$ cat src/phy_ctrl_pkg.sv
// constants for the upper half of the phy function control register
package phy_ctrl_pkg;
  // ************************************************************
  // register map
  // ************************************************************
  localparam logic [4:0] PHY_FUNCTION_CONTROL_ADDR = 5'h19;
  localparam int BIT_AUTO_XOVER = 15;
  localparam int BIT_FORCE_XOVER = 14;
  localparam int BIT_PAUSE_RX = 13;
  localparam int BIT_PAUSE_TX = 12;
  localparam int BIT_ERR_INJECT = 11;
  localparam int BIT_SEQ_SELECT = 10;
  localparam int BIT_SELFTEST_RESULT = 9;
  localparam int BIT_SELFTEST_RUN = 8;
  localparam int BIT_STRETCH_BYPASS = 7;
  // pause capability field positions inside the advertisement words
  localparam int ADV_PAUSE = 0;
  localparam int ADV_ASYM = 1;
  // ************************************************************
  // self-test sequences
  // ************************************************************
  localparam int LFSR_W = 15;
  localparam logic [14:0] LFSR_SEED = 15'h7FFF;
  localparam int LONG_TAP_A = 14;
  localparam int LONG_TAP_B = 13;
  localparam int SHORT_TAP_A = 8;
  localparam int SHORT_TAP_B = 4;
  localparam logic [3:0] LONG_ORDER = 4'hF;
  localparam logic [3:0] SHORT_ORDER = 4'h9;
  localparam int ERR_COUNT_W = 16;
  // ************************************************************
  // reset values and timing
  // ************************************************************
  localparam logic [1:0] STRAP_LOAD_CYCLE = 2'h2;
  localparam int CLK_PERIOD_NS = 8;
  localparam int LED_STRETCH_TIME_US = 50;
  localparam int LED_STRETCH_CYCLES = (LED_STRETCH_TIME_US * 1000) / CLK_PERIOD_NS;
  localparam int LED_COUNT = 3;
endpackage

$ cat src/phy_function_control.sv
// upper half of the phy function control register with crossover, pause, self-test and led logic
`timescale 1ns/1ps
module phy_function_control #(
  parameter int STRETCH_CYCLES = phy_ctrl_pkg::LED_STRETCH_CYCLES
) (
  input wire logic clk, // 125 MHz clock
  input wire logic rst_n, // asynchronous reset, active low
  input wire logic [4:0] mgmtAddr, // register address from management frame decoder
  input wire logic mgmtWrEn, // one-cycle write strobe
  input wire logic [15:0] mgmtWrData, // write data
  input wire logic mgmtRdEn, // one-cycle read strobe
  output logic [15:0] mgmtRdData, // read data, bits 6..0 read zero here
  output logic mgmtRdValid, // read data valid pulse
  input wire logic strapAutoCrossover, // strap pin for auto crossover enable
  input wire logic autoNegEnable, // autonegotiation enable from basic control reg
  input wire logic autoSwapRequest, // crossover detector wants swapped pairs
  output logic pairSwap, // 1: receive on line_transmit_pair, transmit on line_receive_pair
  output logic autoCrossoverEnable, // current auto crossover enable
  input wire logic [1:0] localPause, // local_advertisement_reg bits 11:10
  input wire logic [1:0] partnerPause, // partner_ability_reg bits 11:10
  input wire logic hcdFullDuplex, // resolved common technology is full duplex
  output logic pauseRxEnable, // tell mac to honour pause frames
  output logic pauseTxEnable, // tell mac to send pause frames
  output logic selftestTxBit, // self-test stream out
  input wire logic selftestRxBit, // self-test stream back from loop
  output logic [15:0] selftestErrorCount, // error count for diagnostic_control_reg
  input wire logic [2:0] ledRaw, // unstretched led indications
  output logic [2:0] ledOut // led drive
);
  localparam int CW = $clog2(STRETCH_CYCLES + 1);
  localparam logic [CW-1:0] STRETCH_LOAD = CW'(STRETCH_CYCLES);

  typedef struct packed {
    logic autoXoverEn;
    logic forceXover;
    logic injectPend;
    logic seqLong;
    logic run;
    logic stretchBypass;
    logic pass;
    logic pauseRx;
    logic pauseTx;
    logic strapMeta;
    logic strapSync;
    logic [1:0] strapCnt;
    logic strapDone;
    logic [14:0] genLfsr;
    logic [14:0] chkShift;
    logic [4:0] fillCnt;
    logic [15:0] errCount;
    logic txBit;
    logic pairSwap;
    logic [2:0][CW-1:0] stretchCnt;
    logic [2:0] ledOut;
    logic [15:0] rdData;
    logic rdValid;
  } state_t;

  state_t state_reg;
  state_t state_next;

  // ************************************************************
  // next state
  // ************************************************************
  always_comb begin
    logic wrHit;
    logic genBit;
    logic predBit;
    logic chkErr;
    logic [3:0] order;
    logic [1:0] lp;
    logic [1:0] pp;
    logic rxRes;
    logic txRes;
    logic [15:0] rdWord;
    wrHit = 1'b0;
    genBit = 1'b0;
    predBit = 1'b0;
    chkErr = 1'b0;
    order = 4'h0;
    lp = localPause;
    pp = partnerPause;
    rxRes = 1'b0;
    txRes = 1'b0;
    rdWord = 16'h0000;
    state_next = state_reg;
    wrHit = mgmtWrEn && (mgmtAddr == phy_ctrl_pkg::PHY_FUNCTION_CONTROL_ADDR);

    // strap passes two flops, then is loaded once after reset release
    state_next.strapMeta = strapAutoCrossover;
    state_next.strapSync = state_reg.strapMeta;
    if (!state_reg.strapDone) begin
      state_next.strapCnt = state_reg.strapCnt + 2'h1;
    end

    // self-test generator and self-synchronising checker
    if (state_reg.seqLong) begin
      genBit = state_reg.genLfsr[phy_ctrl_pkg::LONG_TAP_A] ^ state_reg.genLfsr[phy_ctrl_pkg::LONG_TAP_B];
      predBit = state_reg.chkShift[phy_ctrl_pkg::LONG_TAP_A] ^ state_reg.chkShift[phy_ctrl_pkg::LONG_TAP_B];
      order = phy_ctrl_pkg::LONG_ORDER;
    end else begin
      genBit = state_reg.genLfsr[phy_ctrl_pkg::SHORT_TAP_A] ^ state_reg.genLfsr[phy_ctrl_pkg::SHORT_TAP_B];
      predBit = state_reg.chkShift[phy_ctrl_pkg::SHORT_TAP_A] ^ state_reg.chkShift[phy_ctrl_pkg::SHORT_TAP_B];
      order = phy_ctrl_pkg::SHORT_ORDER;
    end
    if (state_reg.run) begin
      state_next.genLfsr = {state_reg.genLfsr[13:0], genBit};
      state_next.chkShift = {state_reg.chkShift[13:0], selftestRxBit};
      if (state_reg.fillCnt != {phy_ctrl_pkg::LONG_ORDER, 1'b0}) begin
        state_next.fillCnt = state_reg.fillCnt + 5'h01;
      end
      // warm-up of two sequence orders: the first bits back are loop-delay filler, not sequence,
      // and must leave the shift register before a prediction is trusted; covers loops up to one order
      chkErr = (state_reg.fillCnt >= {order, 1'b0}) && (predBit != selftestRxBit);
      state_next.txBit = genBit ^ state_reg.injectPend;
      state_next.injectPend = 1'b0;
    end else begin
      state_next.genLfsr = phy_ctrl_pkg::LFSR_SEED;
      state_next.chkShift = '0;
      state_next.fillCnt = 5'h00;
      state_next.txBit = 1'b0;
    end
    if (state_reg.run) begin
      if (chkErr) begin
        state_next.pass = 1'b0;
        if (state_reg.errCount != 16'hFFFF) begin
          state_next.errCount = state_reg.errCount + 16'h0001;
        end
      end
    end else begin
      state_next.pass = 1'b0;
    end

    // auto swap only with autonegotiation running
    state_next.pairSwap = state_reg.forceXover || (state_reg.autoXoverEn && autoNegEnable && autoSwapRequest);

    if (hcdFullDuplex) begin
      if (lp[phy_ctrl_pkg::ADV_PAUSE] && pp[phy_ctrl_pkg::ADV_PAUSE]) begin
        rxRes = 1'b1;
        txRes = 1'b1;
      end else if (!lp[phy_ctrl_pkg::ADV_PAUSE] && lp[phy_ctrl_pkg::ADV_ASYM] && pp[phy_ctrl_pkg::ADV_PAUSE]
                   && pp[phy_ctrl_pkg::ADV_ASYM]) begin
        txRes = 1'b1;
      end else if (lp[phy_ctrl_pkg::ADV_PAUSE] && lp[phy_ctrl_pkg::ADV_ASYM] && !pp[phy_ctrl_pkg::ADV_PAUSE]
                   && pp[phy_ctrl_pkg::ADV_ASYM]) begin
        rxRes = 1'b1;
      end
    end
    state_next.pauseRx = rxRes;
    state_next.pauseTx = txRes;

    for (int i = 0; i < phy_ctrl_pkg::LED_COUNT; i++) begin
      if (ledRaw[i]) begin
        state_next.stretchCnt[i] = STRETCH_LOAD;
      end else if (state_reg.stretchCnt[i] != '0) begin
        state_next.stretchCnt[i] = state_reg.stretchCnt[i] - CW'(1);
      end
      state_next.ledOut[i] = state_reg.stretchBypass ? ledRaw[i] : (ledRaw[i] || (state_reg.stretchCnt[i] != '0));
    end

    // register write; a fresh inject request wins over the clearing above
    if (wrHit) begin
      state_next.autoXoverEn = mgmtWrData[phy_ctrl_pkg::BIT_AUTO_XOVER];
      state_next.forceXover = mgmtWrData[phy_ctrl_pkg::BIT_FORCE_XOVER];
      if (mgmtWrData[phy_ctrl_pkg::BIT_ERR_INJECT]) begin
        state_next.injectPend = 1'b1;
      end
      state_next.seqLong = mgmtWrData[phy_ctrl_pkg::BIT_SEQ_SELECT];
      state_next.run = mgmtWrData[phy_ctrl_pkg::BIT_SELFTEST_RUN];
      state_next.stretchBypass = mgmtWrData[phy_ctrl_pkg::BIT_STRETCH_BYPASS];
      if (mgmtWrData[phy_ctrl_pkg::BIT_SELFTEST_RUN] && !state_reg.run) begin
        state_next.pass = 1'b1;
        state_next.errCount = 16'h0000;
      end
    end

    if (!state_reg.strapDone && state_reg.strapCnt == phy_ctrl_pkg::STRAP_LOAD_CYCLE) begin
      state_next.autoXoverEn = state_reg.strapSync;
      state_next.strapDone = 1'b1;
    end

    // read path
    rdWord[phy_ctrl_pkg::BIT_AUTO_XOVER] = state_reg.autoXoverEn;
    rdWord[phy_ctrl_pkg::BIT_FORCE_XOVER] = state_reg.forceXover;
    rdWord[phy_ctrl_pkg::BIT_PAUSE_RX] = state_reg.pauseRx;
    rdWord[phy_ctrl_pkg::BIT_PAUSE_TX] = state_reg.pauseTx;
    rdWord[phy_ctrl_pkg::BIT_ERR_INJECT] = state_reg.injectPend;
    rdWord[phy_ctrl_pkg::BIT_SEQ_SELECT] = state_reg.seqLong;
    rdWord[phy_ctrl_pkg::BIT_SELFTEST_RESULT] = state_reg.pass;
    rdWord[phy_ctrl_pkg::BIT_SELFTEST_RUN] = state_reg.run;
    rdWord[phy_ctrl_pkg::BIT_STRETCH_BYPASS] = state_reg.stretchBypass;
    state_next.rdValid = mgmtRdEn && (mgmtAddr == phy_ctrl_pkg::PHY_FUNCTION_CONTROL_ADDR);
    if (state_next.rdValid) begin
      state_next.rdData = rdWord;
    end
  end

  // ************************************************************
  // state register
  // ************************************************************
  always_ff @(posedge clk or negedge rst_n) begin
    if (!rst_n) begin
      state_reg <= '0;
      state_reg.genLfsr <= phy_ctrl_pkg::LFSR_SEED;
    end else begin
      state_reg <= state_next;
    end
  end

  assign mgmtRdData = state_reg.rdData;
  assign mgmtRdValid = state_reg.rdValid;
  assign pairSwap = state_reg.pairSwap;
  assign autoCrossoverEnable = state_reg.autoXoverEn;
  assign pauseRxEnable = state_reg.pauseRx;
  assign pauseTxEnable = state_reg.pauseTx;
  assign selftestTxBit = state_reg.txBit;
  assign selftestErrorCount = state_reg.errCount;
  assign ledOut = state_reg.ledOut;
endmodule // phy_function_control

$ cat config.mk
export PLATFORM = sky130hd
export DESIGN_NAME = phy_function_control
export DESIGN_NICKNAME = d
export VERILOG_FILES = /design/src/phy_ctrl_pkg.sv /design/src/phy_function_control.sv
export SDC_FILE = /design/constraint.sdc
export NUM_CORES = 1
export LEC_CHECK = 0
export ABC_CLOCK_PERIOD_IN_PS = 2700
export BUFFER_PORTS_ARGS = -buffer_cell sky130_fd_sc_hd__buf_4
export CAP_MARGIN = 10
export CORE_MARGIN = 4
export CORE_UTILIZATION = 45
export DETAILED_ROUTE_END_ITERATION = 10
export PLACE_DENSITY = 0.72
export SLEW_MARGIN = 20
export SYNTH_ARGS = -nofsm -noshare
export SYNTH_HDL_FRONTEND = slang
export SYNTH_SLANG_ARGS = --single-unit
$ cat constraint.sdc
create_clock -name clk -period 2.7 [get_ports clk]
set_input_delay 0.135 -clock clk [delete_from_list [all_inputs] [get_ports clk]]
set_output_delay 0.135 -clock clk [all_outputs]
set_load 0.02 [all_outputs]
==> impl_metrics.tcl <==
set metrics [dict create \
    die_w_um 120 \
    filler_cell_count 1039 \
    final_report_setup_violation_count 0 \
    timing.final.crit_period_ns 2.52 \
    via_count_of_the_first_global_routing_pass 4062 \
    synth_simple_gate_area_share_pct 22.1 \
    post-cts-setup-buffers 0 \
    synth_xor_xnor_area_share_pct 3.58 \
    grt_antenna_before_repair 0 \
    worst_r2r_path_cells 7 \
    post_cts_resize_count 0 \
    cts_num_sinks 119 \
    synthesis.area_um2 5620 \
    wire_length_of_the_first_global_routing_pass_um 19500 \
    gr-total-overflow 0 \
    synth-seq-cells 119 \
    timing_hold_violations_final 0 \
    io_buffer_count 60 \
    synth_ff_type "dfrtp_1" \
    finalMaxSlewViolations 0 \
    floorplan.core_area_um2 12100 \
    route.vias.total 4126 \
    vias_per_cell 5.24 \
    route.detailed.wl_per_inst_um 14.2 \
    power.ir.vdd_worst_uv 650 \
    maximum_number_of_pins_on_one_net_before_global_route_repair 58 \
    clock_latency_ns 0.41 \
    dominant_combinational_cell_family_by_area_after_synthesis "simple AND/OR/NAND/NOR gates" \
    syn_to_final_growth_pct 21.6 \
    postLayoutSetupSlackWorst_ns 0.180 \
    cts-htree-levels 4 \
    end_kind "flip-flop" \
    antenna_cells 0 \
    drt_wl_total_um 11200 \
    floorplan.die_area_um2 14300 \
    worstPathRequired_ns 3.03 \
    total_negative_setup_slacks_ns 0 \
    status "completed" \
    ys_warn_count 0 \
    multi_input_gate_area_in_the_final_layout_um2 2280 \
    hold_end "autoCrossoverEnable" \
    rr_endpoint "selftestErrorCount[8]" \
    detail_route_antenna_nets 0 \
    drc 0 \
    dr.pass1.iters 6 \
    syn-instance-count 545 \
    routabilityCongestion 0.845 \
    largest_register_ffs 84 \
    io-pin-count 78 \
    tot_gr_track_use_pct 16.9 \
    achievable-frequency_mhz 397 \
    worst-endpoint-arrival_ns 2.85 \
    critical_path_peak_fanout 19 \
    synth_edf_count 0 \
    maxCapViolations 0 \
    tritoncts.num_buffers 17 \
    layout.nets 653 \
    layout_worst_path_cycle_share_pct 93.3 \
    synth_fa_ha_area_share_pct 2.00 \
    final_cell_mix "dfrtp_1, buf_4, nor2_1, nand2_1, a21oi_1" \
    min-delay-path-class "primary input to flip-flop" \
    power.density_nw_per_um2 699 \
    rows 40 \
    timing_worst_setup_path_type "flip-flop to flip-flop" \
    postSynthAreaPerCell_um2 10.3 \
    die-height_um 120 \
    worstMarginPinSlew_ns 0.713 \
    worstHoldPathCells 3 \
    clkTransAtPathRegs_ns 0.06 \
    synth_sequential_area_ratio_pct 53.3 \
    async_flop_share_pct 100 \
    clock_tree.root_cell "clkbuf_16" \
    detailed_place_hpwl_um 7460 \
    cts_tree "done" \
    rrSetupSlack_ns 0.18 \
    crit-reg2reg-launch "state_reg[122]" \
    cts.path.max_buffers 2 \
    final_common_cell "dfrtp_1" \
    synth_cell_types 50 \
    synth-compound-area-share_pct 8.86 \
    cellLeakagePower_nw 2.98 \
    seq_area_um2 3000 \
    initial_utilization_pct 46.4 \
    timing.critical_path.from "state_reg[122]" \
    dpl_worst_slack_ns 0.195 \
    finalClockSkew_ns 0.0108 \
    synthMuxAreaShare_pct 3.43 \
    worstSetupStartpointType "flip-flop" \
    drive_gt1_share_pct 20.3 \
    hp-start "mgmtWrData[15]" \
    rsz_0062_raised_after_global_routing "no" \
    drt-initial-drc-count 297 \
    count_of_hold_buffers_inserted_by_post_cts_repair 19 \
    slew_headroom_pct 52.5 \
]
worst max-delay path, cell delays in order (launching register included):
cell,delay (ns)
dfrtp_1,0.41
inv_1,0.12
ha_1,0.31
o211a_1,0.18
nor2_1,0.08
or4_4,0.64
or4_1,0.53
a21oi_1,0.17
metrics by stage:
stage | util, % | power (mW) | instance area [um2] | hold slack [ns] | cells
2_1_floorplan | - | 2.34 | 5640 | -0.161 | 551
3_3_place_gp | 49.9 | 2.49 | 6040 | 0.231 | 737
3_5_place_dp | 49.9 | 2.51 | 6040 | 0.240 | 737
4_1_cts | 56.4 | 4.83 | 6840 | 0.0101 | 788
5_1_grt | 56.4 | 5.00 | 6840 | 0.0501 | 788
6_report | 56.4 | 4.78 | 6840 | 0.0318 | 788
synth_stat cells (11+ instances only):
library cell / n / area, um2
nor4_1: 13 / 81.3
dfrtp_1: 104 / 2600
xnor2_1: 16 / 140
nand3_1: 16 / 80.1
a21oi_1: 28 / 140
buf_4: 35 / 263
and2_1: 20 / 125
mux2i_1: 11 / 110
inv_1: 15 / 56.3
nor2b_1: 11 / 68.8
nor3_1: 11 / 55.1
nand2b_1: 24 / 150
dfstp_2: 15 / 394
nand2_1: 43 / 161
or4_1: 13 / 97.6
nor2_1: 47 / 176
clkbuf_1: 11 / 41.3
o21ai_0: 15 / 75.1
cell type report:
class / count / share of cell area [%]
Sequential cell: 119 / 43.8
Multi-Input combinational cell: 370 / 33.3
Timing Repair Buffer: 84 / 10.1
Clock buffer: 18 / 6.28
Tap cell: 168 / 3.08
Clock inverter: 14 / 2.58
Inverter: 15 / 0.824
per-layer routing:
metal	global-route usage, %	routed length [um]	vias to the layer above
met5	0	0	-
met4	5.23	131	0
met3	5.42	499	7
met2	27.9	5580	94
met1	21.2	4990	2024
li1	-	-	2001
worst max-delay path by stage:
stage	end	slack [ns]	depth (start not counted)
finish	selftestErrorCount[8]	0.18	7
CTS	selftestErrorCount[8]	0.18	7
global placement	selftestErrorCount[9]	0.26	7
detailed placement	selftestErrorCount[8]	0.20	7
floorplan	selftestErrorCount[10]	0.37	8
global route	selftestErrorCount[8]	0.03	7
power by group:
group          switching [mW]  internal (mW)
Sequential             0.0927           1.89
Clock                   0.820           1.46
Combinational           0.294          0.227
Total                    1.21           3.57
cell families after synthesis:
logic type,after synthesis
AOI/OAI and AO/OA,79
xor gates and xnor gates,23
adders and majority gates,9
buffers and inverters,62
DFF,119
muxes,18
other,1
and+or+nand+nor,234
Power figures use the tool's default switching activity.
